`config.mk`:
```
export PLATFORM = sky130hd
export DESIGN_NAME = pcs_top
export DESIGN_NICKNAME = d
export VERILOG_FILES = /design/src/hw/pcs_pkg.sv /design/src/hw/pcs_top.sv /design/src/hw/pcs_stack.sv /design/src/hw/pcs_page.sv
export VERILOG_INCLUDE_DIRS = /design/src /design/src/hw
export SDC_FILE = /design/constraint.sdc
export NUM_CORES = 1
export LEC_CHECK = 0
export ABC_AREA = 1
export BUFFER_PORTS_ARGS = -buffer_cell sky130_fd_sc_hd__buf_2
export CAP_MARGIN = 20
export CORE_ASPECT_RATIO = 0.7
export CORE_MARGIN = 1.5
export CORE_UTILIZATION = 55
export DETAILED_ROUTE_END_ITERATION = 10
export HOLD_SLACK_MARGIN = 0.12
export PLACE_DENSITY_LB_ADDON = 0.08
export SLEW_MARGIN = 40
export SYNTH_ARGS = -nofsm -noshare
export SYNTH_HDL_FRONTEND = slang
export SYNTH_SLANG_ARGS = --single-unit
export TNS_END_PERCENT = 50
```
`constraint.sdc`:
```
create_clock -name clk_i -period 6.4 [get_ports clk_i]
set_input_delay 0.96 -clock clk_i [delete_from_list [all_inputs] [get_ports clk_i]]
set_output_delay 0.96 -clock clk_i [all_outputs]
set_load 0.005 [all_outputs]
```
`src/hw/pcs_defs.svh`:
```
// Constants for the program counter sequencing unit.
// How it works
// Program counter is exactly 13 bits.
// Low byte readable and writable by software.
// Upper bits unreadable, loaded only via latch.
// Any reset clears upper counter bits.
// Low byte write copies latch bits 4:0 upward.
// Call/jump: 11 instruction bits, latch bits 4:3.
// Arithmetic low-byte write makes a computed jump.
// Return stack holds eight 13-bit entries.
// Stack pointer hidden from software.
// Call or interrupt vectoring pushes the counter.
// Return instructions pop top entry into counter.
// Push and pop leave latch unchanged.
// Stack is circular; ninth push overwrites first.
// No overflow or underflow status exists.
// Returns restore full 13-bit address.
// Small variants ignore latch bit 4.
// Address space reaches 8K words.
// Software sets page bits before far branches.
// Software avoids latch bit 4 as storage.
// Stack pointer wraps modulo eight on pops.
`ifndef PCS_DEFS_SVH
`define PCS_DEFS_SVH
`define PCS_PC_W        13
`define PCS_STACK_DEPTH 8
`define PCS_SP_W        3
`define PCS_BRANCH_W    11
`define PCS_UPPER_W     5
`define PCS_LATCH_W     8
`define PCS_PROG_WORDS  8192
`define PCS_PC_RESET    13'h0000
`define PCS_SP_RESET    3'h0
`define PCS_INT_VECTOR  13'h0004
`endif

```
`src/hw/pcs_pkg.sv`:
```
// Types shared by the program counter sequencing unit.
`include "pcs_defs.svh"
package pcs_pkg;
  // Operation requested by the instruction decoder for this cycle.
  typedef enum logic [2:0] {
    PCS_OP_STEP   = 3'h0,  // Advance to next word.
    PCS_OP_HOLD   = 3'h1,  // Keep the counter.
    PCS_OP_BRANCH = 3'h2,  // Jump within page.
    PCS_OP_CALL   = 3'h3,  // Jump within page and save return.
    PCS_OP_RETURN = 3'h4,  // Restore from stack.
    PCS_OP_VECTOR = 3'h5,  // Interrupt vectoring.
    PCS_OP_WRLOW  = 3'h6   // Write to the low byte.
  } pcs_op_t;

  // Decoder request bundle.
  typedef struct packed {
    pcs_op_t                          op;          // Requested operation.
    logic [`PCS_BRANCH_W-1:0]         target;      // In-page branch target.
    logic [7:0]                       low_data;    // Data for low byte writes.
    logic                             ret_kind_lit; // Return with literal.
  } pcs_req_t;
endpackage : pcs_pkg

```
`src/hw/pcs_top.sv`:
```
// Program counter, paging and return stack sequencing unit.
`timescale 1ns/1ps
`default_nettype none
`include "pcs_defs.svh"
module pcs_top #(
  parameter int PROG_WORDS = `PCS_PROG_WORDS
) (
  // Clock and reset.
  input  wire logic                    clk_i,
  input  wire logic                    reset_n_i,
  // Decoder request.
  input  wire pcs_pkg::pcs_req_t       req_i,
  // High-byte latch value held by the core.
  input  wire logic [`PCS_LATCH_W-1:0] latch_i,
  // Program memory address and low byte read-back.
  output logic      [`PCS_PC_W-1:0]    pc_o,
  output logic      [7:0]              pc_low_byte_o
);
  import pcs_pkg::*;

  // Whole state of the counter.
  typedef struct packed {
    logic [`PCS_PC_W-1:0] pc;  // Program counter.
  } pcs_top_state_t;

  pcs_top_state_t st_r;    // Registered state.
  pcs_top_state_t st_nxt;  // Next state.

  logic [`PCS_PC_W-1:0] top;        // Stack top.
  logic [`PCS_PC_W-1:0] branch_pc;  // Paged branch address.
  logic [`PCS_PC_W-1:0] low_pc;     // Computed-jump address.
  logic                 push;       // Save return address.
  logic                 pop;        // Restore return address.
  logic [`PCS_PC_W-1:0] ret_addr;   // Address saved on push.

  // Paging logic.
  pcs_page #(.PROG_WORDS(PROG_WORDS)) u_page (
    .latch_i    (latch_i),
    .target_i   (req_i.target),
    .low_i      (req_i.low_data),
    .branch_pc_o(branch_pc),
    .low_pc_o   (low_pc)
  );

  // Return stack, hidden from software.
  pcs_stack u_stack (
    .clk_i      (clk_i),
    .reset_n_i  (reset_n_i),
    .push_i     (push),
    .pop_i      (pop),
    .push_data_i(ret_addr),
    .top_o      (top)
  );

  // Call saves next word; vectoring saves current one.
  assign push = (req_i.op == PCS_OP_CALL) || (req_i.op == PCS_OP_VECTOR);
  assign pop  = (req_i.op == PCS_OP_RETURN);
  assign ret_addr = (req_i.op == PCS_OP_VECTOR) ? st_r.pc : st_r.pc + 1'b1;

  // Next counter value; the latch is never written here.
  always_comb begin
    st_nxt = st_r;
    unique case (req_i.op)
      PCS_OP_STEP: begin
        st_nxt.pc = st_r.pc + 1'b1;
      end
      PCS_OP_HOLD: begin
        st_nxt.pc = st_r.pc;
      end
      PCS_OP_BRANCH, PCS_OP_CALL: begin
        st_nxt.pc = branch_pc;
      end
      PCS_OP_RETURN: begin
        st_nxt.pc = top;
      end
      PCS_OP_VECTOR: begin
        st_nxt.pc = `PCS_INT_VECTOR;
      end
      PCS_OP_WRLOW: begin
        st_nxt.pc = low_pc;
      end
      default: begin
        st_nxt.pc = st_r.pc + 1'b1;
      end
    endcase
  end

  // Counter register; every reset clears it.
  always_ff @(posedge clk_i) begin
    if (!reset_n_i) begin
      st_r.pc <= `PCS_PC_RESET;
    end else begin
      st_r <= st_nxt;
    end
  end

  // Only the low byte is visible to software.
  assign pc_o          = st_r.pc;
  assign pc_low_byte_o = st_r.pc[7:0];

  reset_clr_a: assert property (@(posedge clk_i)
    !reset_n_i |=> pc_o == `PCS_PC_RESET)
    else $error("counter not cleared by reset");
  low_write_a: assert property (@(posedge clk_i) disable iff (!reset_n_i)
    req_i.op == PCS_OP_WRLOW |=> pc_o[7:0] == $past(req_i.low_data)
      && pc_o[11:8] == $past(latch_i[3:0]))
    else $error("low byte write did not load latch bits");
  branch_pg_a: assert property (@(posedge clk_i) disable iff (!reset_n_i)
    (req_i.op == PCS_OP_BRANCH || req_i.op == PCS_OP_CALL) |=>
      pc_o[10:0] == $past(req_i.target) && pc_o[11] == $past(latch_i[3]))
    else $error("branch address wrong");
  bit4_mask_a: assert property (@(posedge clk_i) disable iff (!reset_n_i)
    (PROG_WORDS <= 4096 && (req_i.op == PCS_OP_BRANCH || req_i.op == PCS_OP_WRLOW))
      |=> pc_o[12] == 1'b0)
    else $error("latch bit 4 used on small variant");
  call_ret_a: assert property (@(posedge clk_i) disable iff (!reset_n_i)
    (req_i.op == PCS_OP_CALL) ##1 (req_i.op == PCS_OP_RETURN)
      |=> pc_o == $past(pc_o, 2) + 1'b1)
    else $error("return did not restore call site");
  vector_a: assert property (@(posedge clk_i) disable iff (!reset_n_i)
    req_i.op == PCS_OP_VECTOR |=> pc_o == `PCS_INT_VECTOR)
    else $error("vector address wrong");
  step_a: assert property (@(posedge clk_i) disable iff (!reset_n_i)
    req_i.op == PCS_OP_STEP |=> pc_o == 13'($past(pc_o) + 1'b1))
    else $error("counter did not advance");
endmodule : pcs_top
`default_nettype wire

```
`src/hw/pcs_stack.sv`:
```
// Circular eight-entry return address stack.
`timescale 1ns/1ps
`default_nettype none
`include "pcs_defs.svh"
module pcs_stack #(
  parameter int DEPTH = `PCS_STACK_DEPTH,
  parameter int WIDTH = `PCS_PC_W
) (
  // Clock and reset.
  input  wire logic             clk_i,
  input  wire logic             reset_n_i,
  // Stack actions.
  input  wire logic             push_i,
  input  wire logic             pop_i,
  input  wire logic [WIDTH-1:0] push_data_i,
  output logic      [WIDTH-1:0] top_o
);
  import pcs_pkg::*;
  localparam int SPW = $clog2(DEPTH);

  // Power-of-two depth lets the pointer wrap for free.
  initial begin
    if (DEPTH < 2 || (1 << SPW) != DEPTH) $error("DEPTH must be a power of two");
  end

  // Whole state of the stack.
  typedef struct packed {
    logic [DEPTH-1:0][WIDTH-1:0] mem;  // Saved addresses.
    logic [SPW-1:0]              sp;   // Next free slot.
  } pcs_stk_state_t;

  pcs_stk_state_t st_r;   // Registered state.
  pcs_stk_state_t st_nxt; // Next state.

  // Push writes the free slot and advances; pop steps back; both wrap modulo depth.
  always_comb begin
    st_nxt = st_r;
    if (push_i) begin
      st_nxt.mem[st_r.sp] = push_data_i;
      st_nxt.sp = st_r.sp + 1'b1;
    end else if (pop_i) begin
      st_nxt.sp = st_r.sp - 1'b1;
    end
  end

  // Registers; memory is left as is on reset, pointer is cleared.
  always_ff @(posedge clk_i) begin
    st_r <= st_nxt;
    if (!reset_n_i) begin
      st_r.sp <= '0;
    end
  end

  // Top of stack is the slot below the pointer.
  assign top_o = st_r.mem[SPW'(st_r.sp - 1'b1)];

  // Ninth push lands in the same slot as the first.
  wrap_push_a: assert property (@(posedge clk_i) disable iff (!reset_n_i)
    push_i |=> st_r.sp == SPW'($past(st_r.sp) + 1'b1))
    else $error("stack pointer did not wrap on push");
  wrap_pop_a: assert property (@(posedge clk_i) disable iff (!reset_n_i)
    (pop_i && !push_i) |=> st_r.sp == SPW'($past(st_r.sp) - 1'b1))
    else $error("stack pointer did not wrap on pop");
  push_pop_a: assert property (@(posedge clk_i) disable iff (!reset_n_i)
    push_i ##1 (pop_i && !push_i) |-> top_o == $past(push_data_i))
    else $error("pop did not return last pushed value");
endmodule : pcs_stack
`default_nettype wire

```
`src/hw/pcs_page.sv`:
```
// Forms branch and computed-jump addresses from the latch.
`timescale 1ns/1ps
`default_nettype none
`include "pcs_defs.svh"
module pcs_page #(
  parameter int PROG_WORDS = `PCS_PROG_WORDS
) (
  // Inputs.
  input  wire logic [`PCS_LATCH_W-1:0]  latch_i,
  input  wire logic [`PCS_BRANCH_W-1:0] target_i,
  input  wire logic [7:0]               low_i,
  // Addresses.
  output logic      [`PCS_PC_W-1:0]     branch_pc_o,
  output logic      [`PCS_PC_W-1:0]     low_pc_o
);
  import pcs_pkg::*;

  initial begin
    if (PROG_WORDS < 2048 || PROG_WORDS > 8192) $error("PROG_WORDS out of range");
  end

  // Bit 4 only counts above 4K words.
  localparam logic BIT4_USED = (PROG_WORDS > 4096);

  logic bit4;  // Latch bit 4 after variant masking.

  // Build both candidate addresses.
  always_comb begin
    bit4 = latch_i[4] & BIT4_USED;
    branch_pc_o = {bit4, latch_i[3], target_i};
    low_pc_o    = {bit4, latch_i[3:0], low_i};
  end
endmodule : pcs_page
`default_nettype wire

```
==> flow_summary_export.csv, run 1 <==
group,metric,value,unit
timing,fmax,336.1,MHz
global_routing,grt_pass1_vias,3955,
synthesis,synth_edf_count,104,
floorplanning,chipWidth,125.4,um
floorplanning,dieArea,0.01113,mm^2
timing,tightest_slew,0.8508,ns
critical_path,crit_path_start,"u_stack.st_r[0]$_SDFFE_PN0P_",
critical_path,critPathArrivalTime,3.30,ns
synthesis,yosysTopAreaCell,"edfxtp_1",
floorplanning,fp.coreArea,0.01028,mm^2
synthesis,ys_seq_area_share,59.66,%
critical_path,endpoint_kind,"flip-flop",
clocking,hold_buffers,0,
timing,fin_crit,2.975,ns
synthesis,synth-seq-cells,120,
critical_path,r2r_slack,3.42,ns
flow_run,cap_viol_max_count,0,
clocking,cts-htree-levels,4,
floorplanning,initial_core_util,56.15,%
synthesis,post_synth.cell_area_avg,9.279,um^2
critical_path,required,6.72,ns
finish,post-route-util,64.50,%
pwr,peakVddDrop,0.2352,mV
critical_path,reg2reg_depth,10,
finish,area_delta_synth_final,14.87,%
drt,avgViaCountPerCell,5.463,
placed_design,hpwl,8.626,mm
drt,wl_met2,6.578,mm
global_routing,grt_max_degree,64,
clocking,path_clk_slew,0.06,ns
clocking,clock_latency,0.42,ns
timing,final_max_slew_viol_count,0,
worst_hold_path,hold_path.class,"flip-flop to flip-flop",
drt,wirelength,14.05,mm
global_routing,grt_overflow,0,
synthesis,netlist_instances,622,
floorplanning,rows,31,
critical_path,worst_r2r_endpoint,"pc_o[0]$_SDFFE_PN0P_",
timing,post-route-period-util,46.49,%
timing,hold_viol_final,0,
critical_path,endpoint,"pc_o[0]$_SDFFE_PN0P_",
clocking,cts.path.max_buffers,2,
synthesis,ys_types,29,
synthesis,synthFlopType,"edfxtp_1",
floorplanning,pin_count,54,
drt,top_layer,"met4",
timing,rsz0062_at_grt,"no",
synthesis,synth_top_area_share,54.11,%
synthesis,synth_area_leaders,"edfxtp_1 (54%), nand2_1 (9.2%), nand3_1 (6.9%)",
outcome,status,"finished clean",
critical_path,crit_fanout,63,
drt,vias,4403,
drt,drcViolationCount,0,
synthesis,yosysWarnings,0,
drt,drt_first_pass_iters,5,
global_routing,antenna_found_initial,0,
floorplanning,die_y,88.71,um
drt,drt_iter0_drc,441,
placed_design,portBuffers,49,
pwr,cellLeakagePower,0.002696,uW
finish,layout_common_cells,"nand2_1 (141), edfxtp_1 (104), nor2_1 (83)",
drt,wl_met3,834,um
finish,final_common_cell,"nand2_1",
global_routing,grt_usage,26.18,%
timing,fin_skew,0.01064,ns
placed_design,gp_congestion,0.8111,
drt,wl_per_cell,17.43,um
clocking,clkSinkCount,120,
clocking,cts-resized-gates,0,
synthesis,synth_fp_nets,658,
timing,slew_headroom,43.23,%
critical_path,path_class,"flip-flop to flip-flop",
pwr,p_per_area,323.9,mW/mm^2
clocking,clockRootBuffer,"clkbuf_16",
drt,antenna_left,0,
synthesis,async_flop_share,0,%
drt,drt-met1-wl,6.400,mm
critical_path,r2r_start,"u_stack.st_r[0]$_SDFFE_PN0P_",
finish,num-nets-final,697,
timing,setup_tns,0,ns
clocking,cts_tree,"yes",
global_routing,grt_pass1_wl,21.11,mm
finish,drive_gt1_share,16.32,%
critical_path,start_kind,"flip-flop",
clocking,post_cts_buffers,0,
timing,setup_viol,0,
clocking,cts_buffers,17,
finish,antenna_cells,0,
finish,fillCellCount,857,
synthesis,synth_area,0.005772,mm^2
## synth_stat cells (all sizes together) (3+ instances only)
master	count
edfxtp	104
inv	53
nand3	79
dfxtp	16
buf	32
nand2	143
o211ai	3
ha	3
nor3	3
nand4	3
o21ai	58
nor2	91
nand3b	3
clkbuf	5
xor2	6
a21oi	17
## registers in the layout (all words and copies together), names as in the netlist
name / count
pc_o: 13
u_stack.st_r: 107
## how the worst min path moves through the flow
stage | depth (start not counted) | end | from
after floorplan | 2 | u_stack.st_r[1]$_SDFFE_PN0P_ | u_stack.st_r[1]$_SDFFE_PN0P_
after global placement | 2 | u_stack.st_r[1]$_SDFFE_PN0P_ | u_stack.st_r[1]$_SDFFE_PN0P_
after detailed placement | 2 | u_stack.st_r[1]$_SDFFE_PN0P_ | u_stack.st_r[1]$_SDFFE_PN0P_
after CTS | 2 | u_stack.st_r[1]$_SDFFE_PN0P_ | u_stack.st_r[1]$_SDFFE_PN0P_
after global routing | 2 | u_stack.st_r[1]$_SDFFE_PN0P_ | u_stack.st_r[1]$_SDFFE_PN0P_
final | 2 | u_stack.st_r[1]$_SDFFE_PN0P_ | u_stack.st_r[1]$_SDFFE_PN0P_
## layout make-up
class / count / area [um^2] / share of cell area, %
sequential: 120 / 3445 / 51.95
multi-input combinational: 412 / 1929 / 29.10
clock buffer: 18 / 429.2 / 6.473
timing repair buffer: 57 / 305.3 / 4.605
inverter: 53 / 198.9 / 3.001
tap: 132 / 165.2 / 2.491
clock inverter: 14 / 157.7 / 2.378
## layer usage
metal / up-vias / GRT usage [%]
li1: 2168 / -
met1: 2090 / 35.78
met2: 124 / 41.16
met3: 21 / 5.865
met4: 0 / 11.16
met5: - / 0
## critical path, stage by stage, from the launching register on
cell	delay, ns
dfxtp_2	0.30
buf_4	0.31
inv_2	0.10
buf_4	0.43
ha_1	0.41
xor2_2	0.70
nand3_1	0.22
nand3_1	0.15
nand3b_1	0.09
nand2_1	0.07
inv_1	0.04
## cells by family after synthesis
kind of cell	Yosys count	synth area share, %
AND/OR/NAND/NOR	322	23.65
flip-flops	120	59.66
buffers and inverters	90	7.544
AO/OA/AOI/OAI	80	7.176
XOR/XNOR	7	1.322
adder cells (fa/ha/maj)	3	0.6504
## metrics by stage
| step | instances | power, uW | setup slack (ns) | hold slack [ns] | cell area [um^2] |
|---|---|---|---|---|---|
| final | 806 | 2147 | 3.425 | 0.5244 | 6630 |
| after CTS | 806 | 2150 | 3.446 | 0.5254 | 6630 |
| after detailed placement | 774 | 1209 | 3.313 | 0.5141 | 6043 |
| after floorplan | 622 | 1127 | 3.967 | 0.4846 | 5772 |
| after global routing | 806 | 2226 | 3.238 | 0.5467 | 6630 |
| after global placement | 774 | 1197 | 3.356 | 0.5067 | 6015 |
## power by group
part	internal (uW)	total, uW	switching [uW]
logic	88.5	288	199
registers	890	909	19.6
clock network	606	950	344
No activity file was read; power rests on OpenSTA's default activity.
==> run 2: changes to the inputs <==
--- a/config.mk
+++ b/config.mk
@@ -6,12 +6,12 @@
 export SDC_FILE = /design/constraint.sdc
 export NUM_CORES = 1
 export LEC_CHECK = 0
-export ABC_AREA = 1
+export ABC_AREA = 0
 export BUFFER_PORTS_ARGS = -buffer_cell sky130_fd_sc_hd__buf_2
 export CAP_MARGIN = 20
 export CORE_ASPECT_RATIO = 0.7
 export CORE_MARGIN = 1.5
-export CORE_UTILIZATION = 55
+export CORE_UTILIZATION = 53
 export DETAILED_ROUTE_END_ITERATION = 10
 export HOLD_SLACK_MARGIN = 0.12
 export PLACE_DENSITY_LB_ADDON = 0.08
==> constraint.sdc (replaced) <==
create_clock -name clk_i -period 2.4 [get_ports clk_i]
set_input_delay 0.36 -clock clk_i [delete_from_list [all_inputs] [get_ports clk_i]]
set_output_delay 0.36 -clock clk_i [all_outputs]
set_load 0.005 [all_outputs]
==> run 2 against run 1 <==
Compared with the run above: setup slack worse by 3.3 ns; cell area rose by 1.6%; sequential power grew to 2.6 times the previous value; highest routed layer unchanged.
==> flow_summary_export.csv, run 2 <==
group,metric,value,unit
placed_design,portBuffers,49,
timing,fin_skew,0.01338,ns
timing,setup_slack,0.1606,ns
drt,vias,3583,
timing,rsz0062_at_grt,"no",
finish,post-route-util,68.21,%
critical_path,cp_cell_sequence,"clkinv_8 -> ha_4 -> xor2_4 -> buf_12 -> mux4_2 -> mux2_2 -> a221oi_2 -> nor2_1",
synthesis,synth_fp_nets,420,
floorplanning,rows,30,
finish,max_flop_register,"u_stack.st_r",
clocking,path_clk_slew,0.06,ns
synthesis,yosysTopAreaCell,"edfxtp_1",
finish,final_common_cell,"edfxtp_1",
clocking,cts.path.max_buffers,2,
floorplanning,pin_count,54,
finish,antenna_cells,0,
critical_path,worst_r2r_endpoint,"pc_o[12]$_SDFFE_PN0P_",
synthesis,synth_edf_count,104,
critical_path,r2r_start,"u_stack.st_r[0]$_SDFFE_PN0P_",
drt,drt_first_pass_iters,6,
clocking,clkSinkCount,120,
timing,final_max_slew_viol_count,0,
placed_design,hpwl,8.469,mm
global_routing,grt_max_degree,24,
finish,drive_gt1_share,32.91,%
worst_hold_path,min-delay-start,"req_i[8]",
floorplanning,chipWidth,124.3,um
pwr,cellInternalPower,4566,uW
finish,fin_area,0.006734,mm^2
global_routing,grt_pass1_vias,3305,
critical_path,start_kind,"flip-flop",
synthesis,yosysWarnings,0,
clocking,clockRootBuffer,"clkbuf_16",
placed_design,pre_cts_slack,0.1595,ns
timing,setup_viol,0,
outcome,status,"finished clean",
pwr,seqPwrFrac,41.3,%
finish,largest_reg_flops,107,
finish,area_delta_synth_final,23.30,%
pwr,cellLeakagePower,0.002500,uW
flow_run,cap_viol_max_count,0,
worst_hold_path,whs_path_depth,3,
pwr,p_per_area,863.7,mW/mm^2
finish,num-nets-final,500,
worst_hold_path,hold_end,"pc_o[7]$_SDFFE_PN0P_",
global_routing,grt_usage,24.21,%
critical_path,crit_fanout,19,
synthesis,ys_seq_area_share,63.05,%
drt,drcViolationCount,0,
global_routing,grt_overflow,0,
finish,layout_common_cells,"edfxtp_1 (104), buf_2 (49), nand2_1 (40), buf_4 (40), nor2_1 (24)",
clocking,hold_buffers,0,
pwr,p_sw,1250,uW
clocking,cts-resized-gates,0,
floorplanning,initial_core_util,55.32,%
synthesis,post_synth.cell_area_avg,14.22,um^2
clocking,cts_buffers,17,
critical_path,reg2reg_depth,8,
pwr,swShare,21.49,%
timing,fmax,446.6,MHz
synthesis,synth_top_area_share,57.18,%
global_routing,grt_pass1_wl,19.02,mm
floorplanning,die_y,87.93,um
critical_path,r2r_slack,0.16,ns
floorplanning,fp.coreArea,0.009872,mm^2
timing,post-route-period-util,93.31,%
synthesis,async_flop_share,0,%
clocking,cts-htree-levels,4,
critical_path,endpoint_kind,"flip-flop",
drt,wl_per_cell,20.59,um
synthesis,netlist_instances,384,
drt,antenna_left,0,
synthesis,synth_area,0.005461,mm^2
critical_path,required,2.70,ns
timing,hold_viol_final,0,
synthesis,yosys.cell_count.top_type,"edfxtp_1",
floorplanning,dieArea,0.01093,mm^2
clocking,clock_latency,0.41,ns
pwr,combPwrFrac,11.8,%
worst_hold_path,hold_path.class,"input port to flip-flop",
critical_path,worst_path_max_delay_cell,"mux4_2",
clocking,post_cts_buffers,0,
drt,drt_iter0_drc,301,
finish,final_cells,605,
timing,slew_headroom,50.08,%
synthesis,synthTopCellsByCount,"edfxtp_1 (104), nand2_1 (40), nor2_1 (24), a21oi_1 (23), mux4_2 (18)",
drt,avgViaCountPerCell,5.922,
critical_path,path_class,"flip-flop to flip-flop",
synthesis,synth_area_leaders,"edfxtp_1 (57%), mux4_2 (7.4%), dfxtp_1 (5.9%)",
pwr,p_clk_share,46.9,%
critical_path,cp_slowest_stage_delay,0.51,ns
timing,fin_crit,2.239,ns
placed_design,place_area,0.006083,mm^2
timing,tightest_slew,0.7409,ns
placed_design,gp_congestion,0.9619,
clocking,cts_tree,"yes",
pwr,peakVddDrop,0.5694,mV
drt,wirelength,12.46,mm
synthesis,synth-seq-cells,120,
synthesis,ys_types,44,
placed_design,dp.cells,573,
critical_path,critPathArrivalTime,2.54,ns
synthesis,synthFlopType,"edfxtp_1",
global_routing,antenna_found_initial,0,
==> run 2: how the worst max path moves through the flow <==
stage | start | to | slack [ns] | cells past startpoint
after floorplan | req_i[21] | u_stack.st_r[16]$_DFFE_PP_ | -0.02 | 5
after global placement | u_stack.st_r[0]$_SDFFE_PN0P_ | pc_o[12]$_SDFFE_PN0P_ | 0.17 | 8
after detailed placement | req_i[22] | u_stack.st_r[80]$_DFFE_PP_ | 0.16 | 6
after CTS | u_stack.st_r[0]$_SDFFE_PN0P_ | pc_o[12]$_SDFFE_PN0P_ | 0.14 | 8
after global routing | u_stack.st_r[0]$_SDFFE_PN0P_ | pc_o[12]$_SDFFE_PN0P_ | 0.06 | 8
final | u_stack.st_r[0]$_SDFFE_PN0P_ | pc_o[12]$_SDFFE_PN0P_ | 0.16 | 8
==> run 2: routing by layer <==
metal	GRT usage, %	vias to the layer above	part of all wire [%]
li1	-	1644	-
met1	34.61	1789	46
met2	36.21	134	46
met3	7.392	16	7.0
met4	7.732	0	1.4
met5	0	-	0
==> run 2: cell families after synthesis <==
family          Yosys count  synth area share, %
compound gates           63                7.468
flops                   120                63.05
simple gates            106                9.049
xor+xnor                 24                4.192
fa+ha+maj                 3               0.6874
mux                      30                12.10
buf+inv                  38                3.459
==> run 2: layout make-up <==
cell class              count  area, um^2
flip-flops and latches    120        3445
fillers                   665        3138
multi-input cells         226        1851
repair buffers             91       585.6
clock buffers              24       511.7
well taps                 128       160.2
clock inverters             8       138.9
inverters                   8       42.54
==> run 2: critical path, delay by kind of cell (launching register included) <==
family                     cells  cell delay [ns]
DFF                            1             0.39
xor gates and xnor gates       1             0.18
buffers and inverters          2             0.29
muxes                          2             0.79
AOI/OAI and AO/OA              1             0.22
and+or+nand+nor                1             0.06
adders and majority gates      1             0.19
==> run 2: metrics by stage <==
| step | hold slack (ns) | power [uW] | TNS [ns] |
|---|---|---|---|
| 4_1_cts | 0.2482 | 5853 | 0 |
| 3_3_place_gp | 0.5937 | 3116 | 0 |
| 2_1_floorplan | 0.4983 | 2892 | -0.3038 |
| 6_report | 0.2631 | 5816 | 0 |
| 3_5_place_dp | 0.5991 | 3128 | 0 |
| 5_1_grt | 0.2706 | 6010 | 0 |
==> run 2: power by group through the flow <==
stage               combinational (uW)  sequential (uW)  clock, uW
floorplan                          462             2430          0
global placement                   679             2440          0
detailed placement                 689             2440          0
CTS                                692             2400       2760
global route                       747             2400       2860
finish                             685             2400       2730
